[src/common/irs_pkg.sv]
// constants and types for the interrupt return, software break and external input block
// ==========================================
// How it works
// - either return pops pc and status word, stack pointer incremented five times
// - maskable return always sets the master enable
// - non-maskable return restores master enable only if it was set at entry
// - both returns decrement the nesting counter and refresh the nesting flag
// - pending requests are sampled in the last cycle of each instruction
// - software break raises the highest priority interrupt at once
// - software break during non-maskable service acts as a no-operation
// - fetch from a non-existent address returns ff, the software break code
// - fetch from ram or register area causes an address-trap reset
// - input zero pin is interrupt or port pin, port after reset
// - inputs one to four have edge select, zero and five falling only
// - one control register holds edge, filter and pin-function selections
// - input one gated by master and enable bit 5, selectable filter
// - inputs two to four gated by bits 7, 11, 12, 7/24 filter
// - noise rejection is off in low-speed mode
// - timer inputs sharing pins with inputs three and four use the filter
// - input one latch set within 49 or 193 fc after a clean edge
// - with pin function off, input zero falling edge sets no latch
// - acceptance clears master enable and source latch, pushes context
// - edges seen while the edge selection changes are ignored
package irs_pkg;
    localparam logic [7:0] IRS_SOFT_BREAK_CODE = 8'hff;
    localparam logic [4:0] IRS_STACK_POP_COUNT = 5'h05;
    localparam logic [3:0] IRS_ACCEPT_CYCLES = 4'hc;
    // control register fields
    localparam int IRS_CTL_ZERO_EN = 0;
    localparam int IRS_CTL_ONE_FILT = 1;
    localparam int IRS_CTL_EDGE_LO = 2;   // bits 2..5: edge for inputs one..four, 1 = rising
    localparam logic [7:0] IRS_CTL_RESET = 8'h00;
    // enable register bit positions
    localparam int IRS_EN_ONE = 5;
    localparam int IRS_EN_TWO = 7;
    localparam int IRS_EN_THREE = 11;
    localparam int IRS_EN_FOUR = 12;
    localparam int IRS_EN_FIVE = 15;
    // apb byte addresses
    localparam logic [7:0] IRS_ADDR_CTL = 8'h00;
    localparam logic [7:0] IRS_ADDR_ENABLE = 8'h04;
    localparam logic [7:0] IRS_ADDR_LATCH = 8'h08;
    localparam logic [7:0] IRS_ADDR_STATUS = 8'h0c;
    // filter lengths in fc cycles (pclk stands for fc)
    localparam logic [7:0] IRS_FILT_ONE_SHORT = 8'h0f;
    localparam logic [7:0] IRS_FILT_ONE_LONG = 8'h3f;
    localparam logic [7:0] IRS_FILT_OTHER = 8'h07;
    typedef enum logic [1:0] {IRS_OP_NONE, IRS_OP_MRET, IRS_OP_NRET, IRS_OP_BREAK} irs_op_type;
endpackage

[src/verilog/irs_filter.sv]
// noise reject filter with edge detection for one interrupt input
`timescale 1ns/1ps
module irs_filter (
    // clock and reset
    input wire logic pclk,
    input wire logic presetn,
    // control
    input wire logic [7:0] filt_len,
    input wire logic filt_on,
    input wire logic rising_sel,
    // pin and results
    input wire logic pin_in,
    output logic level_out,
    output logic edge_out
);
    logic [2:0] sync_reg;
    logic level_reg;
    logic [7:0] count_reg;
    logic sel_reg;
    wire stable = (sync_reg[1] == sync_reg[2]);
    wire differs = stable && (sync_reg[2] != level_reg);
    wire pass = differs && (!filt_on || count_reg >= filt_len);
    wire new_level = sync_reg[2];
    always_ff @(posedge pclk or negedge presetn) begin
        if (!presetn) begin
            sync_reg <= 3'h7;
            level_reg <= 1'b1;
            count_reg <= 8'h00;
            sel_reg <= 1'b0;
            edge_out <= 1'b0;
        end else begin
            sync_reg <= {sync_reg[1:0], pin_in};
            sel_reg <= rising_sel;
            count_reg <= (differs && !pass && count_reg != 8'hff) ? count_reg + 8'h01 : 8'h00;
            if (pass) begin
                level_reg <= new_level;
            end
            // edge during a selection change is dropped
            edge_out <= pass && (sel_reg == rising_sel) && (new_level == rising_sel);
        end
    end
    assign level_out = level_reg;
endmodule // irs_filter

[src/verilog/irs_top.sv]
// interrupt return, software break and external input logic with apb registers
//
// Implementation choices: the address map and register access over APB.
`timescale 1ns/1ps
module irs_top (
    // clock and reset
    input wire logic pclk,
    input wire logic presetn,
    // apb slave
    input wire logic psel,
    input wire logic penable,
    input wire logic pwrite,
    input wire logic [7:0] paddr,
    input wire logic [31:0] pwdata,
    output logic [31:0] prdata,
    output logic pready,
    output logic pslverr,
    // cpu core
    input wire irs_pkg::irs_op_type cpu_op,
    input wire logic cpu_last_cycle,
    input wire logic cpu_fetch,
    input wire logic fetch_nonexist,
    input wire logic fetch_ram_sfr,
    input wire logic [7:0] fetch_data_in,
    input wire logic cpu_accept,
    input wire logic [2:0] accept_src,
    input wire logic nmi_accept,
    input wire logic low_speed_mode,
    output logic [7:0] fetch_data_out,
    output logic stack_pop,
    output logic stack_push,
    output logic master_irq_enable,
    output logic nest_flag,
    output logic soft_break_irq,
    output logic irq_take,
    output logic [2:0] irq_take_src,
    output logic address_trap_reset,
    // pins
    input wire logic ext_irq_zero_n,
    input wire logic ext_irq_one,
    input wire logic ext_irq_two,
    input wire logic ext_irq_three,
    input wire logic ext_irq_four,
    input wire logic ext_irq_five_n,
    output logic port_one_bit_zero,
    output logic timer_input_one,
    output logic timer_input_three
);
    import irs_pkg::*;

    // ==========================================
    // registers
    logic [7:0] ext_irq_control_reg;
    logic [15:0] enable_reg;
    logic [5:0] irq_request_latch;
    logic master_reg;
    logic nmi_active_reg;
    logic nmi_saved_master_reg;
    logic [3:0] nest_count_reg;
    logic [4:0] pop_count_reg;
    logic [3:0] accept_count_reg;
    logic [2:0] z_sync_reg;
    logic [2:0] f_sync_reg;
    logic z_prev_reg;
    logic f_prev_reg;

    // ==========================================
    // apb decode
    wire apb_wr = psel && penable && pwrite;
    wire sel_ctl = (paddr == IRS_ADDR_CTL);
    wire sel_en = (paddr == IRS_ADDR_ENABLE);
    wire sel_latch = (paddr == IRS_ADDR_LATCH);
    wire sel_stat = (paddr == IRS_ADDR_STATUS);
    wire mapped = sel_ctl || sel_en || sel_latch || sel_stat;
    wire ctl_wr = apb_wr && sel_ctl;
    wire en_wr = apb_wr && sel_en;
    wire latch_wr = apb_wr && sel_latch;
    wire [31:0] rd_mux = sel_ctl ? {24'h000000, ext_irq_control_reg} :
                         sel_en ? {16'h0000, enable_reg[15:1], master_reg} :
                         sel_latch ? {26'h0000000, irq_request_latch} :
                         sel_stat ? {22'h000000, nest_count_reg, nmi_active_reg, nmi_saved_master_reg,
                                     nest_flag, soft_break_irq, 2'h0} : 32'h00000000;

    // ==========================================
    // external inputs
    wire filt_on = !low_speed_mode;
    wire [7:0] one_len = ext_irq_control_reg[IRS_CTL_ONE_FILT] ? IRS_FILT_ONE_SHORT : IRS_FILT_ONE_LONG;
    wire [3:0] pins = {ext_irq_four, ext_irq_three, ext_irq_two, ext_irq_one};
    wire [3:0] f_edge;
    wire [3:0] f_level;
    genvar gi;
    generate
        for (gi = 0; gi < 4; gi++) begin : g_filt
            irs_filter u_filt (
                .pclk(pclk),
                .presetn(presetn),
                .filt_len(gi == 0 ? one_len : IRS_FILT_OTHER),
                .filt_on(filt_on),
                .rising_sel(ext_irq_control_reg[IRS_CTL_EDGE_LO + gi]),
                .pin_in(pins[gi]),
                .level_out(f_level[gi]),
                .edge_out(f_edge[gi])
            );
        end
    endgenerate
    // unfiltered inputs: three-flop sync, falling edge when stages agree
    wire z_fall = (z_sync_reg[1] == z_sync_reg[2]) && !z_sync_reg[2] && z_prev_reg;
    wire f_fall = (f_sync_reg[1] == f_sync_reg[2]) && !f_sync_reg[2] && f_prev_reg;
    wire zero_set = z_fall && ext_irq_control_reg[IRS_CTL_ZERO_EN];
    wire [5:0] latch_set = {f_fall, f_edge, zero_set};

    // ==========================================
    // cpu side
    wire mret = (cpu_op == IRS_OP_MRET);
    wire nret = (cpu_op == IRS_OP_NRET);
    wire do_ret = mret || nret;
    wire break_ok = (cpu_op == IRS_OP_BREAK) && !nmi_active_reg;
    wire [5:0] gate = {master_reg && enable_reg[IRS_EN_FIVE], master_reg && enable_reg[IRS_EN_FOUR],
                       master_reg && enable_reg[IRS_EN_THREE], master_reg && enable_reg[IRS_EN_TWO],
                       master_reg && enable_reg[IRS_EN_ONE], master_reg};
    wire [5:0] ready_req = irq_request_latch & gate;
    function automatic logic [2:0] first_src(input logic [5:0] v);
        first_src = 3'h0;
        for (int i = 5; i >= 0; i--) begin
            if (v[i]) begin
                first_src = i[2:0];
            end
        end
    endfunction
    wire [5:0] acc_clear = cpu_accept ? (6'h01 << accept_src) : 6'h00;
    wire [5:0] latch_next = (irq_request_latch & ~acc_clear & ~(latch_wr ? ~pwdata[5:0] : 6'h00)) | latch_set;
    wire master_next = en_wr ? pwdata[0] :
                       (cpu_accept || nmi_accept) ? 1'b0 :
                       mret ? 1'b1 :
                       nret ? nmi_saved_master_reg : master_reg;
    wire [3:0] nest_next = (cpu_accept || nmi_accept) ? nest_count_reg + 4'h1 :
                           (do_ret && nest_count_reg != 4'h0) ? nest_count_reg - 4'h1 : nest_count_reg;

    always_ff @(posedge pclk or negedge presetn) begin
        if (!presetn) begin
            ext_irq_control_reg <= IRS_CTL_RESET;
            enable_reg <= 16'h0000;
            irq_request_latch <= 6'h00;
            master_reg <= 1'b0;
            nest_count_reg <= 4'h0;
        end else begin
            if (ctl_wr) begin
                ext_irq_control_reg <= pwdata[7:0];
            end
            if (en_wr) begin
                enable_reg <= pwdata[15:0];
            end
            irq_request_latch <= latch_next;
            master_reg <= master_next;
            nest_count_reg <= nest_next;
        end
    end

    always_ff @(posedge pclk or negedge presetn) begin
        if (!presetn) begin
            nmi_active_reg <= 1'b0;
            nmi_saved_master_reg <= 1'b0;
        end else begin
            if (nmi_accept || break_ok) begin
                nmi_active_reg <= 1'b1;
                nmi_saved_master_reg <= master_reg;
            end else if (nret) begin
                nmi_active_reg <= 1'b0;
            end else if (nmi_active_reg && en_wr && !pwdata[0]) begin
                // service routine turned the master enable off: the return must keep it off
                nmi_saved_master_reg <= 1'b0;
            end
        end
    end

    // pop and push sequencers
    always_ff @(posedge pclk or negedge presetn) begin
        if (!presetn) begin
            pop_count_reg <= 5'h00;
            accept_count_reg <= 4'h0;
        end else begin
            if (do_ret) begin
                pop_count_reg <= IRS_STACK_POP_COUNT;
            end else if (pop_count_reg != 5'h00) begin
                pop_count_reg <= pop_count_reg - 5'h01;
            end
            if (cpu_accept || nmi_accept) begin
                accept_count_reg <= IRS_ACCEPT_CYCLES;
            end else if (accept_count_reg != 4'h0) begin
                accept_count_reg <= accept_count_reg - 4'h1;
            end
        end
    end

    // raw pin synchronisers
    always_ff @(posedge pclk or negedge presetn) begin
        if (!presetn) begin
            z_sync_reg <= 3'h7;
            f_sync_reg <= 3'h7;
            z_prev_reg <= 1'b1;
            f_prev_reg <= 1'b1;
        end else begin
            z_sync_reg <= {z_sync_reg[1:0], ext_irq_zero_n};
            f_sync_reg <= {f_sync_reg[1:0], ext_irq_five_n};
            if (z_sync_reg[1] == z_sync_reg[2]) begin
                z_prev_reg <= z_sync_reg[2];
            end
            if (f_sync_reg[1] == f_sync_reg[2]) begin
                f_prev_reg <= f_sync_reg[2];
            end
        end
    end

    // ==========================================
    // registered outputs
    always_ff @(posedge pclk or negedge presetn) begin
        if (!presetn) begin
            prdata <= 32'h00000000;
            pready <= 1'b0;
            pslverr <= 1'b0;
            fetch_data_out <= 8'h00;
            stack_pop <= 1'b0;
            stack_push <= 1'b0;
            master_irq_enable <= 1'b0;
            nest_flag <= 1'b0;
            soft_break_irq <= 1'b0;
            irq_take <= 1'b0;
            irq_take_src <= 3'h0;
            address_trap_reset <= 1'b0;
            port_one_bit_zero <= 1'b1;
            timer_input_one <= 1'b1;
            timer_input_three <= 1'b1;
        end else begin
            // no wait state: answer in the cycle after setup
            pready <= psel && !penable;
            pslverr <= psel && !penable && !mapped;
            prdata <= (psel && !penable && !pwrite) ? rd_mux : 32'h00000000;
            fetch_data_out <= fetch_nonexist ? IRS_SOFT_BREAK_CODE : fetch_data_in;
            address_trap_reset <= cpu_fetch && fetch_ram_sfr;
            stack_pop <= do_ret || pop_count_reg > 5'h01;
            stack_push <= accept_count_reg > 4'h7;
            master_irq_enable <= master_next;
            nest_flag <= (nest_next != 4'h0);
            soft_break_irq <= break_ok;
            irq_take <= cpu_last_cycle && !break_ok && (ready_req != 6'h00);
            irq_take_src <= first_src(ready_req);
            port_one_bit_zero <= ext_irq_control_reg[IRS_CTL_ZERO_EN] ? 1'b1 : z_prev_reg;
            timer_input_one <= f_level[2];
            timer_input_three <= f_level[3];
        end
    end
endmodule // irs_top
[config.mk]
export PLATFORM = sky130hd
export DESIGN_NAME = irs_top
export DESIGN_NICKNAME = d
export VERILOG_FILES = /design/src/common/irs_pkg.sv /design/src/verilog/irs_filter.sv /design/src/verilog/irs_top.sv
export SDC_FILE = /design/constraint.sdc
export NUM_CORES = 1
export LEC_CHECK = 0
export BUFFER_PORTS_ARGS = -buffer_cell sky130_fd_sc_hd__buf_4
export CORE_MARGIN = 1.5
export CORE_UTILIZATION = 46
export CTS_BUF_LIST = sky130_fd_sc_hd__clkbuf_4
export DETAILED_ROUTE_END_ITERATION = 10
export PLACE_DENSITY = 0.64
export SLEW_MARGIN = 20
export SYNTH_ARGS = -nofsm -noshare
export SYNTH_HDL_FRONTEND = slang
export SYNTH_HIERARCHICAL = 1
export SYNTH_SLANG_ARGS = --single-unit
[constraint.sdc]
create_clock -name pclk -period 3.7 [get_ports pclk]
set_input_delay 0.185 -clock pclk [delete_from_list [all_inputs] [get_ports pclk]]
set_output_delay 0.185 -clock pclk [all_outputs]
set_load 0.01 [all_outputs]
Word-level counts from Yosys, hierarchy flattened
Index checks and enable logic that the tools add are counted.

cells by class
  $add $sub $neg = 8
  magnitude comparators = 6
  equality and inequality tests = 29
  shift-type cells = 1
  muxes and demuxes = 35
  bitwise logic cells = 7
  reduce and logical (&&, ||, !) cells = 84

operators by type and width
  kind                 count
  $logic_and 1x1->1    49
  $mux 16              3
  $mux 8               5
  $add 8x1->8 const B  4
  $ne 8x8->1 const B   4
  $ge 8x3->1 const B   3
  $mux 10              2
  $and 6x6->6          3
  $mux 3               6
  $mux 6               3
  $not 6->6            3
  $eq 8x4->1 const B   2
  $mux 4               4
  $reduce_bool 4->1    4
  $eq 1x1->1           14
  $logic_not 1->1      12
  $logic_or 1x1->1     11
  $mux 1               10
  $mux 5               2
  $eq 8x3->1 const B   1
  $ge 8x6->1           1
  $logic_not 8->1      1
  $reduce_bool 2->1    4
  $sub 4x1->4 const B  2
  other kinds (13)     17

storage, ports and cells
  bits in registers = 148
  output and inout port bits = 55

Depth between registers and ports, before layout
Gate-level depths: netlist of run 1.

  depth in word-level cells = 8
  mapped depth = 8
  mapped depth without buffers = 8

Hierarchy
The synthesis of run 1 kept the hierarchy.

by module, submodules not included
  module      times used  cells an instance  area each (um^2)
  irs_top     1           340                4018.9
  irs_filter  4           77                 794.5

Least setup slack after synthesis of run 1
No wires, ideal clock.

  path type = register -> register
  from = register nest_count_reg[0]
  to = register nest_flag
  setup time = 0.138 ns
  arrival = 1.699 ns
  data required time = 3.562 ns
  slack = 1.863 ns
  stages on the path, launching flop included = 7
  path buffers = 0
  path through = dfrtp_1 inv_1 ha_1 nor4b_1 a21o_2 a21oi_2 or4_1

on the way
  cells in the longest elaborated chain, start to end = 5

RTL lines
  item                                                 RTL line        RTL
  start, declared                                      irs_top.sv:59   logic [3:0] nest_count_reg;
  start signal, assigned                               irs_top.sv:155  nest_count_reg <= nest_next;
  branches (longest 3 deep; another with $sub 4x1->4)  --
  $mux 4 (*)                                           irs_top.sv:136  wire [3:0] nest_next = (cpu_accept || nmi_accept) ? nest_count_reg + 4'h1 :
  net nest_next[2]                                     irs_top.sv:136
  $reduce_bool 4->1 (*)                                irs_top.sv:243  nest_flag <= (nest_next != 4'h0);
  end signal, assigned                                 irs_top.sv:243
  end, declared                                        irs_top.sv:33   output logic nest_flag,

Mark *: on every way through the listed nets, which the timed path passes.
A chain may end at the register's enable or synchronous reset.

Worst setup path in the final report of run 1
Same ends and word-level chain as after synthesis.

==> reports/results.tsv, run 1 <==
metric	value	unit
Max rail drop VDD	263	µV
CP max stage delay	0.53	ns
EDFF count, synth	0	
WL final	14.9	mm
RSZ-0062 raised after global routing	false	
# fillers	1286	
Hold Fails Final Rpt	0	
Critical Path Start	nest_count_reg[0]$_DFF_PN0_	
TritonCTS clock tree	yes	
Clock Skews	0.0139	ns
Setup TNS Final	0	ns
Slew Limit Fails	0	
Async S/R FF share, synth	1.00	
Multi-input gate area	3260	µm²
kind of end point of the critical path	flip-flop	
Post-Syn Area	7200	µm²
register bit total from synthesis	147	
pin count of the biggest net entering global routing	88	
post_cts resized	0	
Min Clock Period, post-route	2.03	ns
FF-to-FF path depth	6	
Slew HR	0.470	
cells along the critical path	inv_1 > ha_1 > nor4b_1 > a21o_2 > a21oi_2 > or4_1	
RePlAce Congestion	0.829	
Data required, critical path	4.14	ns
initial antenna violation count	0	
Core Box Area	15300	µm²
WL/cell	14.0	µm
Total GRT Usage	0.192	
CP Capture Point	nest_flag$_DFF_PN0_	
WHS Path Cells	5	
CP max stage cell	or4_1	
detailed-route DRC error count	0	
detailed placer's ending HPWL	10.3	mm
Worst Path Max Fanout	5	
Initial Util	0.472	
row count	45	
Synth Flop Type	dfrtp_1	
final count of negative-setup-slack endpoints	0	
library cells used by synthesis	59	
Worst-path clk slew	0.13	ns
global-route wire length before repair	24.8	mm
Ports	126	
Layout Nets	956	
synth top area cells	dfrtp_1 42%, dfstp_2 9.9%, ha_1 8.3%	
Sequential Area	3710	µm²
GRT overflow	0	
leakage	4.39	nW
Crit Path Class	reg2reg	
most instantiated library cell after synthesis	dfrtp_1	
outcome	finished clean	
remaining antenna violation count after routing	0	
Overall Power	0.00335	W
initial drt markers	237	
root buffer cell	clkbuf_4	
vias per inst	4.87	
vias in the first global route	5220	
synth warn	6	
syn_area_per_cell	11.1	µm²
die area	16400	µm²
P&R area growth vs syn	25.3	%
via count	5162	
fin crit share	0.549	
die width	128	µm
CTS Buffer Depth	2	
port bufs	93	
CTS Buf Count	17	
Largest register FFs	32	
diode count	0	
Gate Count Post-Synth	648	
r2r endpoint	nest_flag$_DFF_PN0_	
PD cells	372	nW/µm²
H-tree depth	4	
Max Cap Viol	0	
Worst-Margin Slew	0.795	ns
CP arrival	2.47	ns
r2r setup slk	1.67	ns
Tightest Hold Check Type	in2reg	
Synth top area share	0.417	
die height	128	µm
post-synth top area cell	dfrtp_1	
CP Launch Type	flip-flop	
maximum clock frequency	0.492	GHz
Skew-Pair Late Insertion Delay	0.55	ns
Synth top cells by count	120 x dfrtp_1, 61 x nor2_1, 59 x inv_1, 48 x ha_1, 44 x nand2_1	
drt pass-1 iters	4	
Seq/Total Area, Yosys	0.516	
clk sink count	147	
layout cell share with drive strength beyond 1	0.247	
worst r2r src	nest_count_reg[0]$_DFF_PN0_	
Core Util, Final	0.591	
==> worst min-delay path by stage <==
stage                               from                                      to  slack (ns)
after floorplan                  presetn         accept_count_reg[0]$_DFFE_PN0P_       -0.11
after global placement    ext_irq_five_n                 f_sync_reg[0]$_DFF_PN1_        0.29
after detailed placement    ext_irq_four  g_filt[3].u_filt/sync_reg[0]$_DFF_PN1_        0.29
after CTS                  accept_src[2]          irq_request_latch[1]$_DFF_PN0_       0.009
after global routing       accept_src[2]          irq_request_latch[1]$_DFF_PN0_        0.07
final                      accept_src[2]          irq_request_latch[1]$_DFF_PN0_        0.04
==> where the power goes <==
part           internal (W)  switching (W)
Sequential          0.00172       0.000104
Combinational      0.000263       0.000269
Clock              0.000402       0.000590
==> critical path: cells and delay by family (launching register included) <==
kind                       cells  cell delay, ns
AOI/OAI and AO/OA              2            0.22
adders and majority gates      1            0.20
buffers and inverters          1            0.11
DFF                            1            0.45
and+or+nand+nor                2            0.94
==> metal layers <==
metal	track usage	vias up	routed length [µm]	share of wire
met4	0.0549	0	186	0.013
met1	0.236	2478	6730	0.45
met2	0.334	116	7370	0.50
met3	0.0518	18	595	0.040
met5	0	-	0	0
li1	-	2550	-	-
==> final cells by class <==
class                   instances  share of cell area
clock inverters                14              0.0157
clock buffers                  18              0.0150
multi-input cells             462               0.362
well taps                     211              0.0293
repair buffers                150               0.142
flip-flops and latches        147               0.412
inverters                      59              0.0246
==> cell usage in the layout (no fill, tap or decap), types with 23 or more instances in the layout <==
master         instances
conb_1                46
mux2_2                23
nor2_1                61
ha_1                  48
dlygate4sd3_1         56
nand3_1               24
dfrtp_1              120
nand2_1               44
buf_4                 92
inv_1                 59
dfstp_2               27
==> what timing repair did <==
action                                  CTS  global route
hold buffers                             56             0
endpoints found under the hold margin   142             0
buffers inserted                          0             0
endpoints found under the setup margin    0             0
==> logic make-up (layout without fill, tap and decap cells) <==
family / Yosys count / after routing / synth area share
AND/OR/NAND/NOR: 231 / 231 / 0.175
other: 2 / 46 / 0.00104
multiplexers: 34 / 34 / 0.0513
buffers and inverters: 83 / 241 / 0.0541
adder cells (fa/ha/maj): 48 / 48 / 0.0834
AO/OA/AOI/OAI: 74 / 74 / 0.0838
XOR/XNOR: 29 / 29 / 0.0353
flip-flops: 147 / 147 / 0.516
==> per-stage QoR <==
| stage | area, µm² | setup WS (ns) | cells | hold WS (ns) |
|---|---|---|---|---|
| floorplan | 7360 | 1.86 | 692 | -0.111 |
| global placement | 8180 | 1.66 | 973 | 0.293 |
| detailed placement | 8180 | 1.62 | 973 | 0.294 |
| CTS | 9020 | 1.70 | 1061 | 0.00896 |
| global route | 9020 | 1.48 | 1061 | 0.0713 |
| finish | 9020 | 1.67 | 1061 | 0.0381 |
Power figures use the tool's default switching activity.
==> run 2: changes to the inputs <==
clock period = 2.05 ns   (was 3.7 ns; I/O delays follow)
==> run 2 against run 1 <==
- total power grew 91%
- largest power group unchanged
- first-iteration DRC count increased by 8.0%
- global-route usage increased by 0.46 points
- hold slack better by 0.0052 ns
- critical endpoint is now irq_request_latch[5]$_DFF_PN0_
- clock power is 110% higher
- wire length up 1.7%
- cell count increased by 0.66%
- largest cell class unchanged
- sequential power up 81%
- count of clock-buffer cells in the layout rose by 2
- register-to-register slack worse by 1.5 ns
- critical path type is now in2reg
==> reports/results.tsv, run 2 (same netlist as run 1, synthesis figures left out) <==
metric	value	unit	change
Max rail drop VDD	468	µV	+78%
final design area excluding fillers	9170	µm²	+1.7%
# fillers	1277		-0.70%
Post-DP Area	8240	µm²	+0.67%
CTS Buf Count	17		unchanged
Setup TNS Final	0	ns	unchanged
RSZ-0062 raised after global routing	false		
vias per inst	4.90		+0.77%
Clock Skews	0.0168	ns	+0.00282 ns
CP arrival	2.41	ns	-0.06 ns
final hold slack	0.0433	ns	+0.00520 ns
detailed placer's ending HPWL	10.6	mm	+3.6%
fin crit share	0.956		
kind of end point of the critical path	flip-flop		
Tightest Hold Check Type	in2async		
vias in the first global route	5376		+3.0%
die height	128	µm	unchanged
cell family with most CP delay	buffers and inverters		
P&R area growth vs syn	27.5	%	
Core Util, Final	0.601		+0.0103
Ports	126		unchanged
detailed-route DRC error count	0		unchanged
CTS Buffer Depth	2		unchanged
die area	16400	µm²	unchanged
remaining antenna violation count after routing	0		unchanged
layout cell share with drive strength beyond 1	0.251		+0.00382
CP Buf/Inv Count	4		+3
Total GRT Usage	0.197		+0.00461
leakage	4.46	nW	+1.8%
outcome	finished clean		
initial antenna violation count	0		unchanged
CP max stage cell	dlygate4sd3_1		
root buffer cell	clkbuf_4		
Core Box Area	15300	µm²	unchanged
Worst Path Max Fanout	3		-2
row count	45		unchanged
Crit path top cell by count	dlygate4sd3_1		
TritonCTS clock tree	yes		
Worst-Margin Slew	0.693	ns	-0.102 ns
Initial Util	0.472		unchanged
pin count of the biggest net entering global routing	58		-34%
die width	128	µm	unchanged
Slew Limit Fails	0		unchanged
port bufs	93		unchanged
diode count	0		unchanged
Layout Nets	963		+0.73%
GRT overflow	0		unchanged
CP Launch Type	input pin		
RePlAce Congestion	0.825		-0.59%
Slew HR	0.526		+0.0562
initial drt markers	256		+8.0%
WL/cell	14.2	µm	+1.0%
leading cell type in the layout, fill and taps excluded	dfrtp_1		
Data required, critical path	2.50	ns	-1.64 ns
via count	5236		+1.4%
global-route wire length before repair	25.3	mm	+2.2%
Max Cap Viol	0		unchanged
Skew-Pair Late Insertion Delay	0.54	ns	about the same
maximum clock frequency	0.510	GHz	
Worst-path clk slew	0.12	ns	about the same
Largest register FFs	32		unchanged
CP max stage delay	0.61	ns	+0.08 ns
PD cells	697	nW/µm²	+88%
Overall Power	0.00640	W	+91%
cells along the critical path	dlygate4sd3_1 > buf_4 > nand3b_1 > dlygate4sd3_1 > o221ai_1 > dlygate4sd3_1 > nand2_1		
Hold Fails Final Rpt	0		unchanged
H-tree depth	4		unchanged
Crit Path Class	in2reg		
commonest non-fill, non-tap cells in the layout	120 x dfrtp_1, 94 x buf_4, 61 x nor2_1, 59 x inv_1, 59 x dlygate4sd3_1		
clk sink count	147		unchanged
WL final	15.1	mm	+1.7%
drt pass-1 iters	4		unchanged
Min Clock Period, post-route	1.96	ns	
final count of negative-setup-slack endpoints	0		unchanged
-- run 2: power breakdown --
part	total, W	internal [W]	switching [W]
logic	0.000983	0.000491	0.000492
registers	0.00331	0.00311	0.000195
clock network	0.00211	0.00112	0.000994
-- run 2: path summary, 6_finish.rpt --
path	startpoint	to	slack (ns)	cells past startpoint
max	accept_src[1]	irq_request_latch[5]$_DFF_PN0_	0.09	7
min	presetn	prdata[14]$_DFF_PN0_	0.04	2
max reg2reg	nest_count_reg[0]$_DFF_PN0_	nest_flag$_DFF_PN0_	0.13	6
min reg2reg	g_filt[3].u_filt/sync_reg[0]$_DFF_PN1_	g_filt[3].u_filt/sync_reg[1]$_DFF_PN1_	0.36	0
max in group asynchronous	presetn	z_sync_reg[0]$_DFF_PN1_	1.31	3
min in group pclk	cpu_op[1]	nmi_active_reg$_DFFE_PN0P_	0.06	4
-- run 2: per-stage QoR --
| stage | cells | worst slack, ns |
|---|---|---|
| after detailed placement | 977 | 0.0354 |
| after global routing | 1068 | 0.0383 |
| after floorplan | 692 | 0.213 |
| after global placement | 977 | 0.137 |
| final | 1068 | 0.0903 |
| after CTS | 1068 | 0.00903 |
-- run 2: metal layers --
layer / global-route usage / routed length [µm] / share of wire
met1: 0.239 / 6600 / 0.44
met4: 0.0628 / 116 / 0.0077
met2: 0.348 / 7800 / 0.52
met5: 0 / 0 / 0
met3: 0.0459 / 607 / 0.040
-- run 2: area by class of cell --
| cell class | instances | area [µm²] | share of cell area |
|---|---|---|---|
| Tap cell | 211 | 264 | 0.0288 |
| Clock buffer | 20 | 150 | 0.0164 |
| Sequential cell | 147 | 3710 | 0.405 |
| Clock inverter | 12 | 186 | 0.0203 |
| Inverter | 59 | 221 | 0.0241 |
| Timing Repair Buffer | 157 | 1370 | 0.149 |
| Multi-Input combinational cell | 462 | 3270 | 0.357 |
-- run 2: repair_timing --
action / 4_1_cts / 5_1_grt
hold buffers: 59 / 0
setup buffers: 0 / 0
hold endpoints to repair: 198 / 0
resized for setup: 0 / 2
setup endpoints to repair: 0 / 1
